==> src/hdl/eic_pkg.sv <==
// constants for the ecc error injection and monitor control block
package eic_pkg;
    // ------------------------------------------------------------------
    // register byte addresses
    // ------------------------------------------------------------------
    localparam int ADDR_W = 20;
    localparam logic [19:0] OFS_INJ_MASK_HI = 20'hFF000;
    localparam logic [19:0] OFS_INJ_MASK_LO = 20'hFF004;
    localparam logic [19:0] OFS_INJ_MASK_PAR = 20'hFF008;
    localparam logic [19:0] OFS_CAP_MON_HI = 20'hFF00C;
    localparam logic [19:0] OFS_CAP_MON_LO = 20'hFF010;
    localparam logic [19:0] OFS_CAP_MON_PAR = 20'hFF014;
    localparam logic [19:0] OFS_MON_CTRL = 20'hFF048;
    // ------------------------------------------------------------------
    // control register fields
    // ------------------------------------------------------------------
    localparam int CTL_IRQ_EN = 31;
    localparam int CTL_IRQ_ROUTE = 30;
    localparam int CTL_IRQ_PEND = 29;
    localparam int CTL_RUN = 24;
    localparam int CTL_CNT2_LSB = 16;
    localparam int CTL_CNT1_LSB = 8;
    localparam int CTL_TRIG_LSB = 6;
    localparam int CTL_MODE_LSB = 4;
    localparam int CTL_SEL_LSB = 2;
    localparam int CTL_CONT = 1;
    localparam int CTL_HOLD = 0;
    // writable bits; reserved 28:25, 23:20, 15:12 stay zero
    localparam logic [31:0] CTL_RW_MASK = 32'hC10F0FFF;
    localparam logic [31:0] CTL_RESET = 32'h00000000;
    // ------------------------------------------------------------------
    // parity mask / capture fields
    // ------------------------------------------------------------------
    localparam int PAR_RD_EN = 9;
    localparam int PAR_WR_EN = 8;
    localparam int CAP_FLAG = 8;
    localparam logic [31:0] PAR_MASK_RW = 32'h000003FF;
    // ------------------------------------------------------------------
    // field encodings
    // ------------------------------------------------------------------
    localparam logic [1:0] SEL_MONITOR = 2'h0;
    localparam logic [1:0] SEL_INJECT = 2'h2;
    localparam logic [1:0] TRIG_HIGH = 2'h2;
    localparam logic [1:0] TRIG_LOW = 2'h3;
    // ------------------------------------------------------------------
    // data path sizes
    // ------------------------------------------------------------------
    localparam int DATA_W = 64;
    localparam int CHK_W = 8;
    localparam int SBE_CNT_W = 8;
    localparam logic [7:0] SBE_CNT_MAX = 8'hFF;
endpackage

==> src/hdl/eic_ecc_inject_ctrl.sv <==
// ecc data path with error injection, capture monitors and monitor control register
`timescale 1ns/100ps

module eic_ecc_inject_ctrl (
    input wire logic clock_i,
    input wire logic reset_i,
    input wire logic reg_wr_i,
    input wire logic reg_rd_i,
    input wire logic [19:0] reg_addr_i,
    input wire logic [31:0] reg_wdata_i,
    output logic [31:0] reg_rdata_o,
    output logic reg_rvalid_o,
    input wire logic wr_valid_i,
    input wire logic [63:0] wr_data_i,
    output logic mem_wr_valid_o,
    output logic [63:0] mem_wdata_o,
    output logic [7:0] mem_wcheck_o,
    input wire logic rd_valid_i,
    input wire logic [63:0] mem_rdata_i,
    input wire logic [7:0] mem_rcheck_i,
    output logic rd_valid_o,
    output logic [63:0] rd_data_o,
    output logic sbe_o,
    output logic mbe_o,
    input wire logic [7:0] sbe_threshold_i,
    input wire logic status_clear_i,
    output logic [7:0] sbe_count_o,
    output logic error_status_one_o,
    output logic error_status_two_o,
    input wire logic monitor_event_i,
    input wire logic monitor_trigger_i,
    output logic local_irq_o,
    output logic pci_inta_o,
    output logic monitor_enable_o,
    output logic scan_run_o,
    output logic continuous_scan_select_o,
    output logic trigger_hold_enable_o,
    output logic [3:0] monitor_counter_one_o,
    output logic [3:0] monitor_counter_two_o,
    output logic [1:0] monitor_mode_o,
    output logic trigger_output_pin_o,
    output logic trigger_output_pin_oe_o
);
    // ------------------------------------------------------------------
    // ecc helpers
    // ------------------------------------------------------------------
    // codeword position of data bit i, skipping power-of-two slots
    function automatic logic [6:0] ecc_pos(input int i);
        logic [7:0] p;
        p = 8'h02;
        for (int k = 0; k <= i; k++) begin
            p = p + 8'h01;
            if ((p & (p - 8'h01)) == 8'h00) begin
                p = p + 8'h01;
            end
        end
        return p[6:0];
    endfunction

    // hamming check bits plus overall parity in the top bit
    function automatic logic [7:0] ecc_check(input logic [63:0] d);
        logic [7:0] c;
        c = 8'h00;
        for (int i = 0; i < eic_pkg::DATA_W; i++) begin
            c[6:0] = c[6:0] ^ ({7{d[i]}} & ecc_pos(i));
        end
        c[7] = ^{d, c[6:0]};
        return c;
    endfunction

    // ------------------------------------------------------------------
    // state
    // ------------------------------------------------------------------
    logic [31:0] ctrl_reg, ctrl_next;
    logic [31:0] mask_hi_reg, mask_hi_next;
    logic [31:0] mask_lo_reg, mask_lo_next;
    logic [31:0] mask_par_reg, mask_par_next;
    logic [31:0] cap_hi_reg, cap_hi_next;
    logic [31:0] cap_lo_reg, cap_lo_next;
    logic [7:0] cap_chk_reg, cap_chk_next;
    logic cap_flag_reg, cap_flag_next;
    logic [7:0] sbe_cnt_reg, sbe_cnt_next;
    logic stat1_reg, stat1_next;
    logic stat2_reg, stat2_next;
    logic [31:0] rdata_reg, rdata_next;
    logic inj_active, wr_inj, rd_inj;
    logic [63:0] data_mask, rd_masked, rd_fixed;
    logic [7:0] wr_chk_clean, rd_chk_in, rd_chk_calc;
    logic [6:0] syndrome;
    logic par_err, hit_data, sbe_now, mbe_now;

    // ------------------------------------------------------------------
    // injection decode
    // ------------------------------------------------------------------
    // only the exact enabling code arms the masks; reserved codes do nothing
    always_comb begin
        inj_active = (ctrl_reg[eic_pkg::CTL_SEL_LSB +: 2] == eic_pkg::SEL_INJECT);
        wr_inj = inj_active && mask_par_reg[eic_pkg::PAR_WR_EN];
        rd_inj = inj_active && mask_par_reg[eic_pkg::PAR_RD_EN];
        data_mask = {mask_hi_reg, mask_lo_reg};
        monitor_enable_o = (ctrl_reg[eic_pkg::CTL_SEL_LSB +: 2] == eic_pkg::SEL_MONITOR);
    end

    // ------------------------------------------------------------------
    // read checker
    // ------------------------------------------------------------------
    // memory check bits are taken as truth; only a mismatch that points at a data slot is corrected
    always_comb begin
        rd_masked = rd_inj ? (mem_rdata_i ^ data_mask) : mem_rdata_i;
        rd_chk_in = rd_inj ? (mem_rcheck_i ^ mask_par_reg[7:0]) : mem_rcheck_i;
        rd_chk_calc = ecc_check(rd_masked);
        syndrome = rd_chk_calc[6:0] ^ rd_chk_in[6:0];
        par_err = ^{rd_masked, rd_chk_in};
        rd_fixed = rd_masked;
        hit_data = 1'b0;
        for (int i = 0; i < eic_pkg::DATA_W; i++) begin
            if (par_err && (syndrome == ecc_pos(i))) begin
                rd_fixed[i] = ~rd_masked[i];
                hit_data = 1'b1;
            end
        end
        // a check-bit slot cannot map to a data bit, so it falls to multi-bit
        sbe_now = rd_valid_i && hit_data;
        mbe_now = rd_valid_i && !hit_data && (par_err || (syndrome != 7'h00));
        wr_chk_clean = ecc_check(wr_data_i);
    end

    // ------------------------------------------------------------------
    // register file next state
    // ------------------------------------------------------------------
    always_comb begin
        ctrl_next = ctrl_reg;
        mask_hi_next = mask_hi_reg;
        mask_lo_next = mask_lo_reg;
        mask_par_next = mask_par_reg;
        cap_hi_next = cap_hi_reg;
        cap_lo_next = cap_lo_reg;
        cap_chk_next = cap_chk_reg;
        cap_flag_next = cap_flag_reg;
        sbe_cnt_next = sbe_cnt_reg;
        stat1_next = stat1_reg;
        stat2_next = stat2_reg;
        rdata_next = rdata_reg;
        if (reg_wr_i) begin
            unique case (reg_addr_i)
                eic_pkg::OFS_MON_CTRL: begin
                    // pending bit is write-one-to-clear, reserved bits dropped
                    ctrl_next = (reg_wdata_i & eic_pkg::CTL_RW_MASK)
                        | (ctrl_reg & (32'h1 << eic_pkg::CTL_IRQ_PEND));
                    if (reg_wdata_i[eic_pkg::CTL_IRQ_PEND]) begin
                        ctrl_next[eic_pkg::CTL_IRQ_PEND] = 1'b0;
                    end
                end
                eic_pkg::OFS_INJ_MASK_HI: mask_hi_next = reg_wdata_i;
                eic_pkg::OFS_INJ_MASK_LO: mask_lo_next = reg_wdata_i;
                eic_pkg::OFS_INJ_MASK_PAR: mask_par_next = reg_wdata_i & eic_pkg::PAR_MASK_RW;
                eic_pkg::OFS_CAP_MON_PAR: cap_flag_next = reg_wdata_i[eic_pkg::CAP_FLAG];
                default: begin
                end
            endcase
        end
        // event set wins over a same-cycle software clear
        if (monitor_event_i) begin
            ctrl_next[eic_pkg::CTL_IRQ_PEND] = 1'b1;
        end
        if (status_clear_i) begin
            stat1_next = 1'b0;
            stat2_next = 1'b0;
        end
        if (sbe_now) begin
            if (sbe_cnt_reg != eic_pkg::SBE_CNT_MAX) begin
                sbe_cnt_next = sbe_cnt_reg + 8'h01;
            end
            if ((sbe_threshold_i != 8'h00) && (sbe_cnt_next >= sbe_threshold_i)) begin
                stat1_next = 1'b1;
            end
        end
        if (mbe_now) begin
            stat2_next = 1'b1;
        end
        // first failure is kept; a same-cycle flag clear wins and that failure is not captured
        if ((sbe_now || mbe_now) && !cap_flag_reg) begin
            cap_hi_next = rd_masked[63:32];
            cap_lo_next = rd_masked[31:0];
            cap_chk_next = rd_chk_in;
            cap_flag_next = 1'b1;
        end
        if (reg_rd_i) begin
            unique case (reg_addr_i)
                eic_pkg::OFS_MON_CTRL: rdata_next = ctrl_reg;
                eic_pkg::OFS_INJ_MASK_HI: rdata_next = mask_hi_reg;
                eic_pkg::OFS_INJ_MASK_LO: rdata_next = mask_lo_reg;
                eic_pkg::OFS_INJ_MASK_PAR: rdata_next = mask_par_reg;
                eic_pkg::OFS_CAP_MON_HI: rdata_next = cap_hi_reg;
                eic_pkg::OFS_CAP_MON_LO: rdata_next = cap_lo_reg;
                eic_pkg::OFS_CAP_MON_PAR: rdata_next = {23'h0, cap_flag_reg, cap_chk_reg};
                default: rdata_next = 32'h00000000;
            endcase
        end
    end

    // register file and status
    always_ff @(posedge clock_i) begin
        if (reset_i) begin
            ctrl_reg <= eic_pkg::CTL_RESET;
            mask_hi_reg <= 32'h00000000;
            mask_lo_reg <= 32'h00000000;
            mask_par_reg <= 32'h00000000;
            cap_hi_reg <= 32'h00000000;
            cap_lo_reg <= 32'h00000000;
            cap_chk_reg <= 8'h00;
            cap_flag_reg <= 1'b0;
            sbe_cnt_reg <= 8'h00;
            stat1_reg <= 1'b0;
            stat2_reg <= 1'b0;
            rdata_reg <= 32'h00000000;
            reg_rvalid_o <= 1'b0;
        end else begin
            ctrl_reg <= ctrl_next;
            mask_hi_reg <= mask_hi_next;
            mask_lo_reg <= mask_lo_next;
            mask_par_reg <= mask_par_next;
            cap_hi_reg <= cap_hi_next;
            cap_lo_reg <= cap_lo_next;
            cap_chk_reg <= cap_chk_next;
            cap_flag_reg <= cap_flag_next;
            sbe_cnt_reg <= sbe_cnt_next;
            stat1_reg <= stat1_next;
            stat2_reg <= stat2_next;
            rdata_reg <= rdata_next;
            reg_rvalid_o <= reg_rd_i;
        end
    end

    // ------------------------------------------------------------------
    // data path and trigger pin registers
    // ------------------------------------------------------------------
    // check bits come from clean data; corruption is added afterwards
    always_ff @(posedge clock_i) begin
        if (reset_i) begin
            mem_wr_valid_o <= 1'b0;
            mem_wdata_o <= 64'h0000000000000000;
            mem_wcheck_o <= 8'h00;
            rd_valid_o <= 1'b0;
            rd_data_o <= 64'h0000000000000000;
            sbe_o <= 1'b0;
            mbe_o <= 1'b0;
            trigger_output_pin_o <= 1'b0;
            trigger_output_pin_oe_o <= 1'b0;
        end else begin
            mem_wr_valid_o <= wr_valid_i;
            mem_wdata_o <= wr_inj ? (wr_data_i ^ data_mask) : wr_data_i;
            mem_wcheck_o <= wr_inj ? (wr_chk_clean ^ mask_par_reg[7:0]) : wr_chk_clean;
            rd_valid_o <= rd_valid_i;
            rd_data_o <= sbe_now ? rd_fixed : rd_masked;
            sbe_o <= sbe_now;
            mbe_o <= mbe_now;
            trigger_output_pin_oe_o <= ctrl_reg[eic_pkg::CTL_TRIG_LSB + 1];
            trigger_output_pin_o <= (ctrl_reg[eic_pkg::CTL_TRIG_LSB +: 2] == eic_pkg::TRIG_LOW)
                ? ~monitor_trigger_i : monitor_trigger_i;
        end
    end

    // ------------------------------------------------------------------
    // monitor control outputs
    // ------------------------------------------------------------------
    // interrupt lines are plain levels from the control bits
    assign local_irq_o = ctrl_reg[eic_pkg::CTL_IRQ_EN] && ctrl_reg[eic_pkg::CTL_IRQ_PEND]
        && !ctrl_reg[eic_pkg::CTL_IRQ_ROUTE];
    assign pci_inta_o = ctrl_reg[eic_pkg::CTL_IRQ_EN] && ctrl_reg[eic_pkg::CTL_IRQ_PEND]
        && ctrl_reg[eic_pkg::CTL_IRQ_ROUTE];
    assign scan_run_o = ctrl_reg[eic_pkg::CTL_RUN];
    assign continuous_scan_select_o = ctrl_reg[eic_pkg::CTL_CONT];
    assign trigger_hold_enable_o = ctrl_reg[eic_pkg::CTL_HOLD];
    assign monitor_counter_one_o = ctrl_reg[eic_pkg::CTL_CNT1_LSB +: 4];
    assign monitor_counter_two_o = ctrl_reg[eic_pkg::CTL_CNT2_LSB +: 4];
    assign monitor_mode_o = ctrl_reg[eic_pkg::CTL_MODE_LSB +: 2];
    assign reg_rdata_o = rdata_reg;
    assign sbe_count_o = sbe_cnt_reg;
    assign error_status_one_o = stat1_reg;
    assign error_status_two_o = stat2_reg;
endmodule

==> config.mk <==
export PLATFORM = sky130hd
export DESIGN_NAME = eic_ecc_inject_ctrl
export DESIGN_NICKNAME = d
export VERILOG_FILES = /design/src/hdl/eic_pkg.sv /design/src/hdl/eic_ecc_inject_ctrl.sv
export SDC_FILE = /design/constraint.sdc
export NUM_CORES = 1
export LEC_CHECK = 0
export CAP_MARGIN = 20
export CORE_UTILIZATION = 35
export DETAILED_ROUTE_END_ITERATION = 12
export DONT_BUFFER_PORTS = 1
export GPL_TIMING_DRIVEN = 1
export PLACE_DENSITY = 0.57
export REMOVE_ABC_BUFFERS = 1
export SYNTH_ARGS = -nofsm -noshare
export SYNTH_HDL_FRONTEND = slang
export SYNTH_SLANG_ARGS = --single-unit
==> constraint.sdc <==
create_clock -name clock_i -period 14.45 [get_ports clock_i]
set_input_delay 3.6125 -clock clock_i [delete_from_list [all_inputs] [get_ports clock_i]]
set_output_delay 3.6125 -clock clock_i [all_outputs]
set_load 0.02 [all_outputs]
==> flow_summary.yaml, run 1 <==
cells_and_area:
  final_cell_mix: "350 x dfxtp_1, 331 x nand2_1, 271 x nor2_1"
  drive_above_1_share_pct: 7.809
  post-route-util_pct: 38.73
  layoutNonFillerInstCount: 2809
  top_regs: "mem_wdata_o x64, rd_data_o x64"
  n_antenna_cell: 0
  syn_to_final_growth_pct: 9.477
  layout.nets: 2297
  final_common_cell: "dfxtp_1"
  num-fill-cells: 5397
cts:
  worstSkewPairLatency_ps: 590
  cts.clk_slew.worst_paths_ps: 60
  cts_root_buffer: "clkbuf_16"
  cts_tree: "yes"
  postCtsHoldBufs: 0
  h-tree-depth: 2
  cts.sinks: 352
  ctsResizeCount: 0
  cts_setup_buffers: 0
  cts_buffers: 40
  clk_path_buf_depth: 3
drt:
  wirelength_um: 73720
  drc: 0
  ant_nets: 0
  first_pass_iters: 8
  wire_per_inst_um: 26.24
  num_vias: 15460
  viasPerCell: 5.505
  drt_iter0_drc: 1861
floorplanning:
  die_h_um: 235.0
  io_pins: 406
  dieArea_um2: 55220
  die_w_um: 235.0
  core_um2: 53710
  rows: 85
  initial_core_util_pct: 35.37
min_path:
  hold_path_class: "flop to flop"
  min_from: "ctrl_reg[31]"
worst_setup_path:
  worstPathRequired_ps: 14910
  cp_slowest_cell: "o21ai_1"
  cp-end-kind: "flop"
  cp_top_family: "XOR/XNOR gates"
  reg2reg_from: "mask_par_reg[9]"
  cp.buffers_inverters: 1
  path_cells: "xor2_1 -> xnor2_1 -> xnor3_1 -> xnor3_1 -> xnor3_1 -> inv_1 -> a21oi_1 -> a211oi_1 -> a2111oi_4 -> o2111ai_4 -> o21ai_1 -> mux2i_1 -> nor2_1"
  slowest_delay_ps: 900
  critPathLaunch: "mem_rdata_i[33]"
  crit_top_cell: "xnor3_1"
  crit_arrival_ps: 8680
  critical_path_peak_fanout: 16
  worst-setup-path-type: "input pin to flop"
  worstSetupStartpointType: "input pin"
logic_synthesis:
  syn-mean-instance-area_um2: 8.751
  syn_area_um2: 19000
  syn_inst: 2171
  ys_seq_area_share_pct: 37.09
  synth_edf_count: 0
  synth.distinct_cells: 67
  ys_warn_count: 0
  ys.flop_type: "dfxtp_1"
  async_flop_share_pct: 0
  ys_seq_elements: 352
global_route:
  overflow: 0
  antenna_found_initial: 0
  grt_pass1_vias: 14830
  grt_max_degree: 353
  grt_pass1_wl_um: 105400
  grtUsageTotal_pct: 25.88
timing:
  postLayoutSetupSlackWorst_ps: 6226
  finalHoldViolCount: 0
  final-setup-viol-count: 0
  tightest_slew_ps: 1427
  max_slew_margin_pct: 4.884
  fmax_mhz: 121.6
  rsz0062_at_grt: "no"
  fin_crit_sh_pct: 56.92
  fin_worst_skew_ps: 21.52
  fin_crit_ps: 8224
  drv_slew: 0
  setup-tns-final_ps: 0
power:
  cellLeakagePower_nw: 6.939
  ir_drop_mv: 0.1170
  total_power_mw: 3.691
  cellPowerDensity_nw_per_um2: 177.5
run_status:
  status: "complete, no violations"
placed_design:
  globalplace.congestion: 0.9202
  port_buffers: 0
  dp_hpwl_um: 55190
  placed_cells: 2736
  preCtsSetupSlack_ps: 5687
flow_run:
  cap_violations: 0
cells by family after synthesis:
logic type	count (synthesis)	share of synthesized area, %
buffers and inverters	172	4.156
DFF	352	37.09
muxes	11	0.5927
xor gates and xnor gates	463	25.70
AOI/OAI and AO/OA	376	13.36
adders and majority gates	9	0.5927
and+or+nand+nor	788	18.51
worst paths after layout:
path / end / slack (ps) / cells past startpoint
worst min register to register: ctrl_reg[31] / 500 / 2
worst min-delay path: ctrl_reg[31] / 500 / 2
worst max register to register: sbe_count_o[7] / 7740 / 15
worst max-delay path: sbe_count_o[7] / 6230 / 13
power by group:
part / leakage (nW) / total [mW] / internal [mW] / switching, mW
registers: 2.89 / 1.11 / 1.03 / 0.0748
clock network: 0.689 / 1.11 / 0.659 / 0.448
logic: 3.36 / 1.48 / 0.573 / 0.905
metal layers:
layer,up-vias,share of wire (%),GRT usage [%]
li1,7143,-,-
met1,7556,41,32.94
met2,658,47,42.61
met3,107,8.7,6.755
met4,0,2.9,8.094
met5,-,0,0
cell usage after synthesis, drive strengths merged, types with 17 or more instances:
cell | instances | area [µm²]
o21a | 22 | 165.2
nor2 | 272 | 1021
xnor3 | 33 | 748.2
xnor2 | 260 | 2356
buf | 48 | 321.6
a21oi | 163 | 815.8
nand2 | 332 | 1249
clkbuf | 106 | 400.4
a222oi | 31 | 310.3
xor2 | 167 | 1707
a211oi | 78 | 590.6
nand3 | 17 | 85.08
nand4b | 59 | 523.0
a22oi | 32 | 240.2
inv | 18 | 67.56
nor3 | 54 | 275.3
dfxtp | 352 | 7047
cell type report:
type	instances	area, µm²	share of cell area, %
multi-input combinational	1647	11210	53.88
sequential	352	7049	33.89
clock buffer	52	1117	5.372
tap	696	870.8	4.187
clock inverter	20	295.3	1.420
timing repair buffer	24	192.7	0.9264
inverter	18	67.56	0.3249
worst reg2reg max path: cells and delay by family, from the launching register on:
family	cells	cell delay, ps
AND/OR/NAND/NOR	6	1920
XOR/XNOR	4	1780
AO/OA/AOI/OAI	3	1600
buffers and inverters	1	600
flip-flops	1	410
multiplexers	1	280
metrics by stage:
stage / hold WS, ps / instance area (µm²)
2_1_floorplan: 438.6 / 18280
3_3_place_gp: 480.7 / 19360
3_5_place_dp: 488.6 / 19380
4_1_cts: 498.6 / 20790
5_1_grt: 518.6 / 20800
6_report: 495.8 / 20800
(Power assumes the default switching activity.)
==> inputs of run 2 (changes only) <==
PLACE_DENSITY = 0.59   (was 0.57)
clock period = 7 ns   (was 14.45 ns; I/O delays follow)
==> flow_summary.yaml, run 2 (synthesis results as in run 1) <==
worst_setup_path:
  worst-setup-path-type: "flop to flop"
  worstSetupStartpointType: "flop"
  critPathLaunch: "ctrl_reg[3]"
  path_cells: "buf_4 -> nand4b_1 -> xor2_2 -> xnor3_1 -> xnor2_1 -> xnor3_1 -> xnor3_1 -> inv_1 -> a21oi_1 -> a211oi_1 -> a2111oi_4 -> o2111ai_4 -> buf_4 -> o21ai_2 -> buf_4 -> nor3_1 -> nor3_1"
  reg2reg_from: "ctrl_reg[3]"
  cp-end-kind: "flop"
  crit_arrival_ps: 6210
  endpoint: "rd_data_o[9]"
  worstPathRequired_ps: 7490
  rr_worst_depth: 17
  critical_path_peak_fanout: 22
  cp_slowest_cell: "dfxtp_2"
  rrSetupSlack_ps: 1280
  rr_endpoint: "rd_data_o[9]"
  slowest_delay_ps: 640
drt:
  first_pass_iters: 8
  drc: 0
  wirelength_um: 75120
  num_vias: 15690
  ant_nets: 0
  wire_per_inst_um: 26.30
  drt_iter0_drc: 1700
  viasPerCell: 5.493
cts:
  cts.sinks: 352
  postCtsHoldBufs: 0
  h-tree-depth: 2
  cts_tree: "yes"
  ctsResizeCount: 0
  cts.clk_slew.worst_paths_ps: 60
  cts_root_buffer: "clkbuf_16"
  cts_buffers: 43
  cts_setup_buffers: 0
  clk_path_buf_depth: 3
  worstSkewPairLatency_ps: 600
cells_and_area:
  post-route-util_pct: 39.42
  layoutNonFillerInstCount: 2856
  design_area_um2: 21170
  multiInputGateArea_um2: 11200
  top_regs: "mem_wdata_o x64, rd_data_o x64"
  ff_latch_area_um2: 7049
  syn_to_final_growth_pct: 11.44
  layout.nets: 2343
  final_common_cell: "dfxtp_1"
  n_antenna_cell: 0
  num-fill-cells: 5437
  final_cell_mix: "350 x dfxtp_1, 331 x nand2_1, 271 x nor2_1"
  drive_above_1_share_pct: 9.861
timing:
  fin_worst_skew_ps: 22.62
  holdWs_ps: 500.3
  fmax_mhz: 174.8
  finalHoldViolCount: 0
  fin_crit_sh_pct: 81.73
  max_slew_margin_pct: 24.35
  fin_crit_ps: 5721
  tightest_slew_ps: 1135
  drv_slew: 0
  setup-tns-final_ps: 0
  rsz0062_at_grt: "no"
  final-setup-viol-count: 0
global_route:
  grt_max_degree: 353
  grt_pass1_vias: 15080
  grt_pass1_wl_um: 107100
  overflow: 0
  antenna_found_initial: 0
  grtUsageTotal_pct: 26.39
flow_run:
  cap_violations: 0
floorplanning:
  io_pins: 406
  dieArea_um2: 55220
  rows: 85
  die_w_um: 235.0
  initial_core_util_pct: 35.37
  core_um2: 53710
  die_h_um: 235.0
placed_design:
  globalplace.congestion: 0.9177
  port_buffers: 0
  dp_hpwl_um: 57250
  dpl_cell_area_um2: 19740
  placed_cells: 2780
min_path:
  min_from: "mask_lo_reg[31]"
  hold_path_class: "flop to flop"
power:
  cellPowerDensity_nw_per_um2: 364.2
  cellLeakagePower_nw: 7.183
  ir_drop_mv: 0.2169
run_status:
  status: "complete, no violations"
==> run 2: cell count changes in the layout (fill, tap and decap cells not counted), sizes merged <==
cell	before	now
buf	24	67
bufinv	6	2
clkbuf	52	59
clkinvlp	3	1
inv	21	24
==> run 2: metrics by stage <==
stage / worst slack [ps] / power [mW]
global route: 1055 / 8.034
detailed placement: 859.1 / 5.413
floorplan: -2219 / 4.573
global placement: 948.4 / 5.443
finish: 1279 / 7.710
CTS: 1415 / 7.718
==> run 2: worst min path at each step <==
stage / cells past startpoint / endpoint
2_1_floorplan: 2 / ctrl_reg[6]
3_5_place_dp: 2 / cap_hi_reg[12]
6_report: 2 / mask_lo_reg[31]
5_1_grt: 2 / cap_hi_reg[0]
4_1_cts: 2 / cap_lo_reg[27]
3_3_place_gp: 2 / cap_chk_reg[6]
==> run 2: power by group <==
part	total (mW)	switching, mW	leakage [nW]	internal (mW)
clock network	2.29	0.959	0.712	1.33
logic	3.13	1.84	3.58	1.28
registers	2.29	0.160	2.89	2.13
==> run 2: routing by layer <==
metal / global-route usage (%) / part of all wire, % / wire, µm
met4: 9.848 / 3.9 / 2902
met2: 42.24 / 46 / 34570
met5: 0 / 0 / 0
met3: 8.893 / 9.9 / 7471
met1: 32.72 / 40 / 30180
==> run 2: area by class of cell <==
type,count,share of cell area [%]
Multi-Input combinational cell,1647,52.89
Sequential cell,352,33.30
Clock buffer,59,5.886
Tap cell,696,4.113
Timing Repair Buffer,67,2.612
Clock inverter,17,0.8806
Inverter,18,0.3191
==> run 2: worst max-delay path, delay by kind of cell, from the launching register on <==
| kind | cells | cell delay [ps] |
|---|---|---|
| DFF | 1 | 640 |
| buffers and inverters | 4 | 1090 |
| and+or+nand+nor | 3 | 470 |
| xor gates and xnor gates | 5 | 2260 |
| AOI/OAI and AO/OA | 5 | 1110 |
==> inputs of run 3 (changes only) <==
PLACE_DENSITY = 0.57   (was 0.59)
clock period = 5.6 ns   (was 7 ns; I/O delays follow)
==> flow_summary.yaml, run 3 (synthesis results as in run 1) <==
cells_and_area:
  num-fill-cells: 5335
  top_regs: "mem_wdata_o x64, rd_data_o x64"
  final_common_cell: "dfxtp_1"
  final_cell_mix: "349 x dfxtp_1, 331 x nand2_1, 271 x nor2_1"
  layout.nets: 2384
  syn_to_final_growth_pct: 13.22
  drive_above_1_share_pct: 11.45
  n_antenna_cell: 0
  layoutNonFillerInstCount: 2897
floorplanning:
  dieArea_um2: 55220
  die_h_um: 235.0
  io_pins: 406
  initial_core_util_pct: 35.37
  core_um2: 53710
  die_w_um: 235.0
  rows: 85
worst_setup_path:
  worst-setup-path-type: "flop to flop"
  reg2reg_from: "ctrl_reg[2]"
  cp-end-kind: "flop"
  crit_arrival_ps: 5850
  critPathLaunch: "ctrl_reg[2]"
  worstPathRequired_ps: 6060
  critical_path_peak_fanout: 26
  worstSetupStartpointType: "flop"
drt:
  ant_nets: 0
  drt_iter0_drc: 1820
  first_pass_iters: 8
  num_vias: 16050
  wire_per_inst_um: 25.96
  drc: 0
  wirelength_um: 75200
  viasPerCell: 5.540
global_route:
  grt_pass1_vias: 15210
  grt_pass1_wl_um: 107100
  antenna_found_initial: 1
  grt_max_degree: 353
  grtUsageTotal_pct: 26.38
  overflow: 0
power:
  cellLeakagePower_nw: 7.379
  ir_drop_mv: 0.2849
  cellPowerDensity_nw_per_um2: 451.2
flow_run:
  cap_violations: 0
cts:
  cts.sinks: 352
  postCtsHoldBufs: 0
  worstSkewPairLatency_ps: 580
  clk_path_buf_depth: 3
  h-tree-depth: 2
  cts_root_buffer: "clkbuf_16"
  cts_buffers: 41
  cts_tree: "yes"
  cts.clk_slew.worst_paths_ps: 60
timing:
  finalHoldViolCount: 0
  holdWs_ps: 500.8
  max_slew_margin_pct: 11.64
  postLayoutSetupSlackWorst_ps: 210.3
  tightest_slew_ps: 1325
  fin_worst_skew_ps: 23.43
  rsz0062_at_grt: "no"
  fmax_mhz: 185.5
  final-setup-viol-count: 0
  drv_slew: 0
  fin_crit_ps: 5390
  fin_crit_sh_pct: 96.25
run_status:
  status: "complete, no violations"
placed_design:
  dp_hpwl_um: 57340
  placed_cells: 2822
  preCtsSetupSlack_ps: -133.4
  globalplace.congestion: 0.9192
  port_buffers: 0
min_path:
  min_from: "mask_hi_reg[17]"
  hold_path_class: "flop to flop"
==> run 3: cell types whose count changed in the layout (fill, tap and decap cells not counted), moves of 2 or more <==
cell / change
clkinvlp_4: +3
buf_12: +5
inv_6: -4
buf_4: +38
clkbuf_1: +2
==> run 3: routing by layer <==
metal	wire, µm	up-vias	GRT usage [%]
met4	2512	0	9.091
li1	-	7332	-
met1	30190	7803	33.39
met5	0	-	0
met2	35160	793	42.68
met3	7331	122	7.648
==> run 3: per-stage QoR <==
stage / area, µm² / util (%) / total power [mW] / setup TNS [ps]
3_5_place_dp: 20110 / 37.44 / 6.948 / -363.9
3_3_place_gp: 20110 / 37.44 / 6.993 / -376.5
4_1_cts: 21490 / 40.01 / 9.723 / 0
6_report: 21510 / 40.05 / 9.705 / 0
2_1_floorplan: 18280 / - / 5.716 / -272980
5_1_grt: 21510 / 40.05 / 10.16 / 0
==> run 3: critical path, stage by stage, from the launching register on <==
cell and delay, ps:
dfxtp_2 550, buf_12 230, buf_4 140, nand4b_1 180, xor2_2 390, xnor2_1 200, xnor3_1 460, xnor3_2 540
xor3_1 310, xnor2_1 210, mux2i_1 570, nor2_1 150, a22oi_1 250, nand2_2 150, buf_4 190, o21ai_2 180
buf_12 180, nor3_1 60, nor3_1 300
==> run 3: path summary, 6_finish.rpt <==
path	end	slack, ps	cells past startpoint
max	rd_data_o[35]	210	18
max reg2reg	rd_data_o[35]	210	18
min	mask_hi_reg[17]	500	2
min reg2reg	mask_hi_reg[17]	500	2
==> run 3: area by class of cell <==
class	count	area, µm²	share of cell area (%)
multi-input combinational	1647	11200	52.08
sequential	352	7051	32.78
clock buffer	59	1215	5.648
timing repair buffer	110	938.4	4.363
tap	696	870.8	4.048
clock inverter	15	165.2	0.7678
inverter	18	67.56	0.3141
==> run 3: repair_timing <==
| item | 4_1_cts | 5_1_grt |
|---|---|---|
| setup endpoints to repair | 0 | 67 |
| setup buffers | 0 | 0 |
| gates resized for setup | 0 | 1 |
==> run 3: power by group <==
part | switching, mW | total (mW) | leakage [nW] | internal, mW
logic | 2.31 | 4.09 | 3.81 | 1.78
registers | 0.201 | 2.87 | 2.89 | 2.66
clock network | 1.14 | 2.75 | 0.671 | 1.61
total | 3.65 | 9.70 | 7.38 | 6.05
